<file path="config.mk">
export PLATFORM = sky130hd
export DESIGN_NAME = sbsd_spi_core
export DESIGN_NICKNAME = d
export VERILOG_FILES = /design/src/sbsd_pkg.sv /design/src/sbsd_baud_gen.sv /design/src/sbsd_spi_core.sv
export SDC_FILE = /design/constraint.sdc
export NUM_CORES = 1
export LEC_CHECK = 0
export BUFFER_PORTS_ARGS = -buffer_cell sky130_fd_sc_hd__buf_2
export CAP_MARGIN = 40
export CORE_MARGIN = 4
export CORE_UTILIZATION = 32
export CTS_CLUSTER_DIAMETER = 150
export DETAILED_ROUTE_END_ITERATION = 16
export GPL_ROUTABILITY_DRIVEN = 0
export PLACE_DENSITY = 0.61
export SETUP_SLACK_MARGIN = 0.5
export SYNTH_ARGS = -nofsm -noshare
export SYNTH_HDL_FRONTEND = slang
export SYNTH_HIERARCHICAL = 1
export SYNTH_SLANG_ARGS = --single-unit
export TNS_END_PERCENT = 5
</file>
<file path="constraint.sdc">
create_clock -name sys_clk -period 2.9 [get_ports sys_clk]
set_input_delay 0.435 -clock sys_clk [delete_from_list [all_inputs] [get_ports sys_clk]]
set_output_delay 0.435 -clock sys_clk [all_outputs]
set_load 0.05 [all_outputs]
</file>
<file path="src/sbsd_pkg.sv">
// Behaviour
// - prescaler divides bus clock by field plus one
// - divider selects 2 to 256 for bit clock
// - baud register readable and writable any time
// - unused status bits zero, status writes ignored
// - receive-full sets when a transfer completes
// - receive-full clears by status read then data read
// - tx-empty clears by status read then data write
// - data write ignored without prior armed status read
// - interrupt when tx-empty and tx enable set
// - tx-empty sets when buffer moves to shifter
// - idle write reaches shifter within two cycles
// - queued byte loads shifter after transfer ends
// - nothing queued leaves tx-empty set, nothing moves
// - mode fault sets when master sees select low
// - fault input only with master, fault enable, no output
// - mode fault clears by read then control write
// - data read gives receive buffer, write loads transmit
// - master starts transfer when byte is written
// - overrun keeps old byte, drops new byte
// - system enable off halts and resets all but the mode fault flag
// - interrupt on receive-full or mode fault when enabled
// - master select zero is slave, one is master
package sbsd_pkg;
  localparam logic [11:0] BAUD_OFS   = 12'h000;
  localparam logic [11:0] STATUS_OFS = 12'h004;
  localparam logic [11:0] DATA_OFS   = 12'h008;
  localparam logic [11:0] CTRL_OFS   = 12'h00C;
  localparam int PRESC_LSB  = 4;
  localparam int RATE_LSB   = 0;
  localparam int RXF_BIT    = 7;
  localparam int TXE_BIT    = 5;
  localparam int MODE_FAULT_FLAG_BIT   = 4;
  localparam int C_EN_BIT   = 6;
  localparam int C_TXIE_BIT = 5;
  localparam int C_MASTER_SELECT_BIT = 4;
  localparam int C_SELECT_OUTPUT_ENABLE_BIT = 1;
  localparam int C_IE_BIT   = 7;
  localparam int C_MFEN_BIT = 8;
  localparam logic [7:0] BAUD_RST = 8'h00;
  localparam logic [8:0] CTRL_RST = 9'h000;
  localparam int BITS_PER_XFER = 8;

  typedef struct packed {
    logic en;
    logic master;
    logic faultEn;
    logic ssOutEn;
    logic txIrqEn;
    logic irqEn;
  } sbsd_ctrl_s;

  typedef enum logic [1:0] {
    SB_IDLE = 2'b00,
    SB_LOW  = 2'b01,
    SB_HIGH = 2'b11
  } sbsd_state_e;
endpackage : sbsd_pkg

</file>
<file path="src/sbsd_baud_gen.sv">
`timescale 1ns/100ps
module sbsd_baud_gen
  import sbsd_pkg::*;
(
  input  wire logic       sys_clk,    // bus clock
  input  wire logic       resetn,     // async reset, active low
  input  wire logic       run,        // count only while high
  input  wire logic [2:0] prescale,   // prescale_select
  input  wire logic [2:0] rateSel,    // rate_divider_select
  output logic            halfTick    // one pulse per half bit time
);
  logic [2:0] preCnt_q;
  logic [6:0] divCnt_q;
  logic [6:0] divTop;
  logic       preTick;

  // divider stage counts 1..128 prescaled ticks per half period
  assign divTop  = 7'((8'h01 << rateSel) - 8'h01);
  assign preTick = (preCnt_q == prescale);

  // prescaler, divide by field plus one
  always_ff @(posedge sys_clk or negedge resetn) begin
    if (!resetn) preCnt_q <= 3'h0;
    else if (!run || preTick) preCnt_q <= 3'h0;
    else preCnt_q <= preCnt_q + 3'h1;
  end

  // power-of-two stage, half-period pulse
  always_ff @(posedge sys_clk or negedge resetn) begin
    if (!resetn) begin
      divCnt_q <= 7'h00;
      halfTick <= 1'b0;
    end else begin
      halfTick <= 1'b0;
      if (!run) divCnt_q <= 7'h00;
      else if (preTick) begin
        if (divCnt_q == divTop) begin
          divCnt_q <= 7'h00;
          halfTick <= 1'b1;
        end else divCnt_q <= divCnt_q + 7'h01;
      end
    end
  end
endmodule : sbsd_baud_gen

</file>
<file path="src/sbsd_spi_core.sv">
// Our own choices: the register offsets and the APB interface to the registers.
`timescale 1ns/100ps
module sbsd_spi_core
  import sbsd_pkg::*;
(
  input  wire logic        sys_clk,   // bus clock, 100 MHz
  input  wire logic        resetn,    // async reset, active low
  input  wire logic        psel,      // apb select
  input  wire logic        penable,   // apb access phase
  input  wire logic        pwrite,    // apb direction
  input  wire logic [11:0] paddr,     // apb byte address
  input  wire logic [31:0] pwdata,    // apb write data
  output logic      [31:0] prdata,    // apb read data
  output logic             pready,    // apb ready
  output logic             pslverr,   // apb error, unmapped address
  output logic             irq,       // interrupt request
  output logic             sckOut,    // serial clock out (master)
  output logic             sckOe,     // serial clock drive enable
  output logic             mosiOut,   // data out
  output logic             ssOut,     // select out, active low
  input  wire logic        sckIn,     // serial clock in (slave)
  input  wire logic        miso,      // data in, master side
  input  wire logic        mosiIn,    // data in, slave side
  input  wire logic        ssInN      // select in, active low
);
  logic [7:0]  baud_q;
  sbsd_ctrl_s  ctrl_q;
  logic        rxFull_q, txEmpty_q, modeFault_q;
  logic        rxArm_q, txArm_q, mfArm_q;
  logic [7:0]  txBuf_q, rxBuf_q, shift_q;
  logic        shiftBusy_q;
  sbsd_state_e st_q;
  logic [3:0]  bitCnt_q;
  logic        sampled_q;
  logic        sckInPrev_q;
  logic        halfTick, xferDone, inBit, faultIn;
  logic        apbAcc, apbWr, apbRd;
  logic        hitBaud, hitStat, hitData, hitCtrl;
  logic        dataWrOk, loadShift, slvRise, slvFall;

  assign apbAcc  = psel && penable;
  assign apbWr   = apbAcc && pwrite;
  assign apbRd   = apbAcc && !pwrite;
  assign hitBaud = (paddr == BAUD_OFS);
  assign hitStat = (paddr == STATUS_OFS);
  assign hitData = (paddr == DATA_OFS);
  assign hitCtrl = (paddr == CTRL_OFS);

  // the fault input only counts in one pin configuration
  assign faultIn = ctrl_q.en && ctrl_q.master && ctrl_q.faultEn
                   && !ctrl_q.ssOutEn && !ssInN;
  assign dataWrOk = apbWr && hitData && txArm_q;
  // buffered byte goes to an idle shifter on the next edge
  assign loadShift = ctrl_q.en && !txEmpty_q && !shiftBusy_q
                     && !modeFault_q;
  assign inBit   = ctrl_q.master ? miso : mosiIn;
  assign slvRise = sckIn && !sckInPrev_q;
  assign slvFall = !sckIn && sckInPrev_q;
  // data pin is the shifter msb, so it moves on the shift edge itself
  assign mosiOut = shift_q[7];

  sbsd_baud_gen u_baud (
    .sys_clk  (sys_clk),
    .resetn   (resetn),
    .run      (shiftBusy_q && ctrl_q.master),
    .prescale (baud_q[PRESC_LSB +: 3]),
    .rateSel  (baud_q[RATE_LSB +: 3]),
    .halfTick (halfTick)
  );

  // apb slave: zero wait states, error on unmapped address
  always_ff @(posedge sys_clk or negedge resetn) begin
    if (!resetn) begin
      pready  <= 1'b0;
      pslverr <= 1'b0;
      prdata  <= 32'h0000_0000;
    end else begin
      pready  <= psel && !penable;
      pslverr <= psel && !penable
                 && !(hitBaud || hitStat || hitData || hitCtrl);
      prdata  <= 32'h0000_0000;
      if (psel && !penable && !pwrite) begin
        if (hitBaud) prdata <= {24'h000000, baud_q};
        if (hitStat)
          prdata <= {24'h000000, rxFull_q, 1'b0, txEmpty_q,
                     modeFault_q, 4'h0};
        if (hitData) prdata <= {24'h000000, rxBuf_q};
        if (hitCtrl)
          prdata <= {23'h000000, ctrl_q.faultEn, ctrl_q.irqEn,
                     ctrl_q.en, ctrl_q.txIrqEn, ctrl_q.master,
                     2'b00, ctrl_q.ssOutEn, 1'b0};
      end
    end
  end

  // baud register, writable at any time
  always_ff @(posedge sys_clk or negedge resetn) begin
    if (!resetn) baud_q <= BAUD_RST;
    else if (apbWr && pready && hitBaud)
      baud_q <= pwdata[7:0];
  end

  // control bits
  always_ff @(posedge sys_clk or negedge resetn) begin
    if (!resetn) ctrl_q <= sbsd_ctrl_s'(6'h00);
    else if (apbWr && pready && hitCtrl) begin
      ctrl_q.en      <= pwdata[C_EN_BIT];
      ctrl_q.txIrqEn <= pwdata[C_TXIE_BIT];
      ctrl_q.master  <= pwdata[C_MASTER_SELECT_BIT];
      ctrl_q.ssOutEn <= pwdata[C_SELECT_OUTPUT_ENABLE_BIT];
      ctrl_q.irqEn   <= pwdata[C_IE_BIT];
      ctrl_q.faultEn <= pwdata[C_MFEN_BIT];
    end
  end

  // read-then-access arming; a status read with the flag set arms
  always_ff @(posedge sys_clk or negedge resetn) begin
    if (!resetn) begin
      rxArm_q <= 1'b0;
      txArm_q <= 1'b0;
      mfArm_q <= 1'b0;
    end else if (!ctrl_q.en) begin
      rxArm_q <= 1'b0;
      txArm_q <= 1'b0;
      mfArm_q <= 1'b0;
    end else if (apbRd && pready && hitStat) begin
      rxArm_q <= rxFull_q;
      txArm_q <= txEmpty_q;
      mfArm_q <= modeFault_q;
    end else begin
      if (apbRd && pready && hitData) rxArm_q <= 1'b0;
      if (apbWr && pready && hitData) txArm_q <= 1'b0;
      if (apbWr && pready && hitCtrl) mfArm_q <= 1'b0;
    end
  end

  // transmit buffer and its empty flag; write load beats the set
  always_ff @(posedge sys_clk or negedge resetn) begin
    if (!resetn) begin
      txEmpty_q <= 1'b1;
      txBuf_q   <= 8'h00;
    end else if (!ctrl_q.en) begin
      txEmpty_q <= 1'b1;
      txBuf_q   <= 8'h00;
    end else if (dataWrOk && pready) begin
      txBuf_q   <= pwdata[7:0];
      txEmpty_q <= 1'b0;
    end else if (loadShift) begin
      txEmpty_q <= 1'b1;
    end
  end

  // receive buffer and full flag; set beats the clear
  always_ff @(posedge sys_clk or negedge resetn) begin
    if (!resetn) begin
      rxFull_q <= 1'b0;
      rxBuf_q  <= 8'h00;
    end else if (!ctrl_q.en) begin
      rxFull_q <= 1'b0;
      rxBuf_q  <= 8'h00;
    end else if (xferDone) begin
      if (!rxFull_q || (apbRd && pready && hitData && rxArm_q))
        rxBuf_q <= shift_q;
      rxFull_q <= 1'b1;
    end else if (apbRd && pready && hitData && rxArm_q) begin
      rxFull_q <= 1'b0;
    end
  end

  // mode fault flag; set beats the clear
  always_ff @(posedge sys_clk or negedge resetn) begin
    if (!resetn) modeFault_q <= 1'b0;
    else if (faultIn) modeFault_q <= 1'b1;
    else if (apbWr && pready && hitCtrl && mfArm_q)
      modeFault_q <= 1'b0;
  end

  // slave clock edge detector on the synchronous input
  always_ff @(posedge sys_clk or negedge resetn) begin
    if (!resetn) sckInPrev_q <= 1'b0;
    else sckInPrev_q <= sckIn;
  end

  // shifter: master on half ticks, slave on external clock edges
  always_ff @(posedge sys_clk or negedge resetn) begin
    if (!resetn) begin
      shift_q     <= 8'h00;
      shiftBusy_q <= 1'b0;
      st_q        <= SB_IDLE;
      bitCnt_q    <= 4'h0;
      sampled_q   <= 1'b0;
      xferDone    <= 1'b0;
      sckOut      <= 1'b0;
    end else begin
      xferDone <= 1'b0;
      if (!ctrl_q.en || modeFault_q) begin
        shiftBusy_q <= 1'b0;
        st_q        <= SB_IDLE;
        bitCnt_q    <= 4'h0;
        sckOut      <= 1'b0;
      end else if (loadShift && ctrl_q.master) begin
        shift_q     <= txBuf_q;
        shiftBusy_q <= 1'b1;
        st_q        <= SB_LOW;
        bitCnt_q    <= 4'h0;
      end else if (loadShift && !ctrl_q.master) begin
        shift_q     <= txBuf_q;
        shiftBusy_q <= 1'b1;
        st_q        <= SB_LOW;
        bitCnt_q    <= 4'h0;
      end else if (shiftBusy_q) begin
        case (st_q)
          SB_LOW: begin                                // sample edge
            if (ctrl_q.master ? halfTick : slvRise) begin
              sampled_q <= inBit;
              st_q      <= SB_HIGH;
              // clock pin rises on the sample edge, not a cycle later
              sckOut    <= ctrl_q.master;
            end
          end
          SB_HIGH: begin                               // shift edge
            if (ctrl_q.master ? halfTick : slvFall) begin
              shift_q  <= {shift_q[6:0], sampled_q};
              sckOut   <= 1'b0;
              bitCnt_q <= bitCnt_q + 4'h1;
              st_q     <= SB_LOW;
              if (bitCnt_q == 4'(BITS_PER_XFER - 1)) begin
                shiftBusy_q <= 1'b0;
                st_q        <= SB_IDLE;
                xferDone    <= 1'b1;
              end
            end
          end
          default: begin
            st_q   <= SB_IDLE;
            sckOut <= 1'b0;
          end
        endcase
      end
    end
  end

  // pin and interrupt outputs, registered
  always_ff @(posedge sys_clk or negedge resetn) begin
    if (!resetn) begin
      sckOe   <= 1'b0;
      ssOut   <= 1'b1;
      irq     <= 1'b0;
    end else begin
      sckOe   <= ctrl_q.en && ctrl_q.master;
      ssOut   <= !(ctrl_q.master && ctrl_q.faultEn && ctrl_q.ssOutEn
                   && shiftBusy_q);
      irq     <= ctrl_q.en && ((ctrl_q.txIrqEn && txEmpty_q)
                 || (ctrl_q.irqEn && (rxFull_q || modeFault_q)));
    end
  end
endmodule : sbsd_spi_core

</file>
==> results of run 1 <==
sequential cells by signal, summed over array words and instances (netlist names), 2 cells and up:
name and count:
prdata 9, baud_q 8, rxBuf_q 8, shift_q 8
txBuf_q 8, u_baud/divCnt_q 7, ctrl_q 6, bitCnt_q 4
u_baud/preCnt_q 3, st_q 2
per-layer routing:
layer / track usage, % / vias up
li1: - / 1427
met1: 16.9 / 1484
met2: 20.9 / 58
met3: 2.88 / 14
met4: 5.67 / 0
met5: 0 / -
worst max path at each step:
| stage | endpoint | slack, ns | depth (start not counted) |
|---|---|---|---|
| 6_report | u_baud/divCnt_q[2] | 0.67 | 9 |
| 5_1_grt | u_baud/divCnt_q[1] | 0.58 | 9 |
| 3_3_place_gp | u_baud/divCnt_q[4] | 0.52 | 7 |
| 3_5_place_dp | u_baud/divCnt_q[3] | 0.48 | 7 |
| 2_1_floorplan | u_baud/divCnt_q[3] | 0.54 | 8 |
| 4_1_cts | u_baud/divCnt_q[3] | 0.50 | 8 |
cells by family (layout without fill, tap and decap cells):
group | Yosys count | count (layout) | share of synthesized area [%]
and+or+nand+nor | 146 | 146 | 19.5
xor gates and xnor gates | 13 | 13 | 2.67
muxes | 57 | 57 | 15.2
AOI/OAI and AO/OA | 44 | 44 | 7.63
other | 1 | 23 | 0.0880
adders and majority gates | 4 | 4 | 1.17
buffers and inverters | 48 | 78 | 6.69
DFF | 80 | 80 | 47.0
power by group:
part           switching, uW  internal, uW
combinational            124          29.6
clock                    455           776
sequential              1.07          1120
total                    580          1920
critical path, cell delays in order (launching register included):
cell	delay, ns
dfrtp_2	0.44
or3_4	0.35
ha_4	0.19
nor3b_1	0.15
nor3_1	0.24
xnor2_1	0.11
buf_4	0.15
buf_4	0.14
nor3_4	0.23
o22ai_2	0.12
cells in the mapped netlist (all sizes together), types with 4 or more instances:
master,number
a21oi,6
and2,5
and3,7
buf,35
clkbuf,7
dfrtp,78
ha,4
inv,6
mux2,32
mux2i,22
nand2,43
nand3,14
nand4,4
nor2,27
nor2b,6
nor3,9
nor3b,7
nor4b,4
o21ai,13
o22ai,6
or2,5
xnor2,5
xor2,8
metrics by stage:
step,setup slack (ns),total power (uW),cells,hold slack [ns],cell area (um2)
final,0.672,2500,617,0.0597,4990
after detailed placement,0.475,1300,596,0.438,4580
after CTS,0.502,2530,614,0.0747,4930
after global placement,0.520,1290,595,0.461,4560
after global routing,0.578,2600,617,0.100,4990
after floorplan,0.545,1260,415,0.139,4340
area by class of cell:
class                      instances  area [um2]
inverter                           6        22.5
clock buffer                      11         243
clock inverter                     5        80.1
multi-input combinational        287        2100
fill                            1247        7830
tap                              172         215
sequential                        80        2010
timing repair buffer              56         323
what timing repair did:
item	CTS	global route
setup buffers	2	3
resized for setup	3	6
endpoints found under the setup margin	3	8
pin swaps	2	4
==> run metrics, run 1 <==
status=finished, final reports clean; worst r2r src=baud_q[0]; Worst Setup SP=baud_q[0]; Unique masters post-synth=58; Post-synth top flop=dfrtp_1; Cells after Synth=393; Least-Margin Pin Slew=0.714 ns; synthesis-stage register bit count=80; Synth top area share=45.8%; hpwl dp=6560 um; CTS Hold Bufs=0; Pwr Density=502 mW/mm2; largest net degree at the start of global routing=44; clk sink count=80; fraction of layout cells with a size suffix above 1=30.1%; most frequent cells in the layout=dfrtp_1 (77), buf_2 (44), nand2_1 (43), mux2_2 (32), nor2_1 (27); clock insertion delay at the later pin of the skew report=0.34 ns; initial antenna violation count=0; Antenna Cells=0; antenna viol nets, final=0; Congestion Overflow GR=0; first-pass iteration count of the detailed router=4; Mapped Area=0.00426 mm2; global-route wire length before repair=15,300 um; EDFF count, synth=0; worst r2r path cells=9; final hold vios=0; CP max FO=5; drt initial violations=162; clock skew=0.00456 ns; Die Y=123 um; Startpoint Class=flip-flop; area leader, netlist=dfrtp_1; via-per-instance ratio=4.83; CP required=3.12 ns; syn_area_per_cell=10.8 um2; clock tree root buffer cell=clkbuf_16; I/O Pins=92; Seq/Total Area, Yosys=47.0%; Die Wd=123 um; IO buf count=45; Initial Utilization=33.2%; max layer used=met4; CP Data Arrival Time=2.44 ns; DR DRC count=0; slack of the worst reg-to-reg path=0.67 ns; Nets=497; CTS tree=yes; reg-to-reg endpoint=u_baud/divCnt_q[2]; static leakage=0.00227 uW; gr usage total=13.0%; top post-synthesis cells by area=dfrtp_1 (46%), mux2_2 (8.5%), mux2i_1 (5.2%); CTS H-Tree Depth=3; TritonCTS buffer count=9; max_cap viols=0; fin crit period=2.23 ns; DRT met1 WL=4180 um; fin util=38.9%; detailed-route via count=2,983; Core Region=0.0128 mm2; FP Rows=41; Clock Path Buffers=2; most common cell after layout, fill and taps aside=dfrtp_1; Fmax=0.449 GHz; unrepaired setup endpoints after global routing=no; die area=0.0152 mm2; final period utilization=76.8%; met2 WL=4460 um; CP Capture Type=flip-flop; max_slew headroom=52.0%; Reg clk slew, reported paths=0.06 ns; setup tns final=0 ns; worst min path class=in -> async; Worst VDD drop=0.259 mV; Area Growth Syn to Fin=17.1%; drt wl/cell=14.9 um; Final Max Slew Viols=0; vias in the first global route=3,017; Routed WL=9190 um; Synth async-reset ratio=100%; Final Setup Violations=0; Synth Warn #=6; met3 wire length=364 um; Setup CP Type=reg -> reg
No activity file was read; power rests on OpenSTA's default activity.
==> inputs of run 2 (changes only) <==
Settings changed: ABC_AREA set to 1, PLACE_DENSITY 0.61 to 0.62.
Clock period 2.9 ns to 1.8 ns, I/O delays scaled along.
==> run 2 against run 1 <==
Design area rose by 8.0%. Sequential power rose by 62%. Via count grew 23%. First-iteration DRC count up 31%. Hold slack improved by 0.023 ns. Sequential share of layout area is 2.9 points lower. Wire length grew 12%. Setup slack got worse by 0.57 ns.
==> run metrics, run 2 <==
clock power share=47.1% (-2.1 points); Largest Register=prdata; static leakage=0.00263 uW (+16%); Worst VDD drop=0.398 mV (+53%); min-delay src=sckIn; hold endpoint=sckInPrev_q; Fmax=0.589 GHz (+31%); unrepaired setup endpoints after global routing=yes; fin crit period=1.70 ns (-0.531 ns); fraction of layout cells with a size suffix above 1=29.8% (-0.30 points); Synth Warn #=6 (unchanged); worst r2r src=baud_q[0]; synthesis-stage register bit count=80 (unchanged); vias in the first global route=3,579 (+19%); setup tns final=0 ns (unchanged); Cells after Synth=538 (+37%); most common cell after layout, fill and taps aside=nand2_1; Reg clk slew, reported paths=0.06 ns (about the same); TritonCTS buffer count=9 (unchanged); EDFF count, synth=0 (unchanged); slack of the worst reg-to-reg path=0.10 ns (-0.57 ns); Final Setup Violations=0 (unchanged); Reg power frac=46.3% (+1.6 points); largest net degree at the start of global routing=35 (-20%); area leader, netlist=dfrtp_1; Synth top area share=44.1% (-1.7 points); IO buf count=45 (unchanged); CP required=2.03 ns (-1.09 ns); Routed WL=10,300 um (+12%); fin util=40.2% (+1.3 points); Internal=2930 uW (+52%); drt wl/cell=13.3 um (-11%); top post-synthesis cells by area=dfrtp_1 (44%), nand2_1 (13%), nand3_1 (5.3%); worst r2r path cells=12 (+3); final hold vios=0 (unchanged); Startpoint Class=flip-flop; max reg flops=9 (unchanged); Sequential Area=0.00201 mm2 (+0.19%); I/O Pins=92 (unchanged); clock insertion delay at the later pin of the skew report=0.34 ns (about the same); Antenna Cells=0 (unchanged); Synth async-reset ratio=100% (unchanged); slowest CP cell=dfrtp_1; Hold Crit Depth=1; Seq/Total Area, Yosys=45.3% (-1.8 points); Switching Fraction=24.9% (+1.7 points); CP Cell Sequence=nor2_4, nand2_2, ha_4, inv_2, nand2_1, nand2_1, nor2_2, nand3_2, nor2_4, nand3_4, nand2_1, nand2_1; Area Growth Syn to Fin=21.8%; max_cap viols=0 (unchanged); final period utilization=94.2% (+17 points); CTS H-Tree Depth=3 (unchanged); Core Region=0.0134 mm2 (+4.5%); CP max FO=8 (+3); die area=0.0158 mm2 (+3.6%); DR DRC count=0 (unchanged); most frequent cell after synthesis=nand2_1; clock tree root buffer cell=clkbuf_16; Buf/Inv on CP=1 (-1); via-per-instance ratio=4.76 (-1.5%); Comb power frac=6.6% (+0.5 points); global-route wire length before repair=16,900 um (+11%); clock skew=0.00826 ns (+0.00370 ns); status=finished, final reports clean; gr usage total=13.0% (about the same); Clock Path Buffers=2 (unchanged); detailed-route via count=3,683 (+23%); Placed Instances=753 (+26%); clk sink count=80 (unchanged); Multi-input gate area=0.00221 mm2 (+5.1%); first-pass iteration count of the detailed router=4 (unchanged); Setup CP Type=reg -> reg; drt initial violations=213 (+31%); Initial Utilization=33.0% (-0.19 points); post-route cell area=0.00539 mm2 (+8.0%); syn_area_per_cell=8.23 um2 (-24%); Fill cells=1,341 (+7.5%); Die Y=126 um (+1.8%); placement-stage cell area=0.00475 mm2 (+3.6%); Unique masters post-synth=44 (-24%); reg-to-reg endpoint=u_baud/divCnt_q[0]; Final Max Slew Viols=0 (unchanged); most frequent cells in the layout=nand2_1 (122), dfrtp_1 (74), inv_1 (48), buf_2 (43), nand3_1 (39); Pwr Density=724 mW/mm2 (+44%); worst min path class=in -> reg; Die Wd=126 um (+1.8%); FP Rows=42 (+2.4%); CP Data Arrival Time=1.93 ns (-0.51 ns); CP peak stage delay=0.42 ns (-0.02 ns); Critical Path Most Common Cell=nand2_1; Congestion Overflow GR=0 (unchanged); antenna viol nets, final=0 (unchanged); NetSw=971 uW (+67%); initial antenna violation count=0 (unchanged); Post-synth top flop=dfrtp_1; top cell types by occurrence after synthesis=nand2_1 (148), dfrtp_1 (78), inv_1 (52), nand3_1 (47), nor2_1 (34); Mapped Area=0.00443 mm2 (+3.9%); Nets=649 (+31%); Post-Layout Cell Count=773 (+25%); hpwl dp=7610 um (+16%); CTS tree=yes; Largest delay share family, worst path=simple AND/OR/NAND/NOR gates; CP Capture Type=flip-flop
## run 2: layer usage
metal  wire length (um)  GRT usage [%]
met1               4440           17.0
met2               5070           21.4
met3                650           3.43
met4                112           3.51
met5                  0              0
## run 2: logic make-up after synthesis
group	after synthesis	share of synthesized area [%]
adder cells (fa/ha/maj)	4	1.13
XOR/XNOR	10	1.98
buffers and inverters	102	12.8
flip-flops	80	45.3
AO/OA/AOI/OAI	69	9.44
other	1	0.0847
AND/OR/NAND/NOR	272	29.3
## run 2: metrics by stage
stage	hold slack [ns]	power, uW	setup WS [ns]
4_1_cts	0.0601	3930	0.0813
3_5_place_dp	0.206	2090	0.0292
3_3_place_gp	0.210	2090	0.0883
6_report	0.0829	3900	0.104
5_1_grt	0.0686	4030	-0.0129
2_1_floorplan	-0.0256	2030	0.102
## run 2: how the worst max path moves through the flow
stage / slack (ns) / endpoint / cells after the start / from
global route: -0.01 / u_baud/divCnt_q[1] / 12 / baud_q[0]
detailed placement: 0.03 / u_baud/divCnt_q[0] / 12 / baud_q[1]
CTS: 0.08 / u_baud/divCnt_q[4] / 12 / baud_q[1]
floorplan: 0.10 / u_baud/divCnt_q[0] / 13 / baud_q[1]
finish: 0.10 / u_baud/divCnt_q[0] / 12 / baud_q[0]
global placement: 0.09 / u_baud/divCnt_q[6] / 12 / baud_q[0]
## run 2: layout make-up
| class | count | area share (%) |
|---|---|---|
| multi-input cells | 378 | 41.0 |
| flip-flops and latches | 80 | 37.3 |
| repair buffers | 60 | 7.12 |
| inverters | 63 | 4.99 |
| clock buffers | 10 | 4.25 |
| well taps | 176 | 4.08 |
| clock inverters | 6 | 1.28 |
## run 2: timing repair
action	4_1_cts	5_1_grt
hold buffers	1	0
pin swaps	5	52
endpoints found under the setup margin	31	62
gates cloned	0	0
gates resized for setup	5	92
buffers inserted	1	2
hold endpoints to repair	25	0
## run 2: power groups by stage
stage	sequential, uW	combinational, uW	clock, uW
floorplan	1850	180	0
global placement	1840	248	0
detailed placement	1840	252	0
CTS	1810	254	1870
global route	1810	279	1940
finish	1810	257	1840
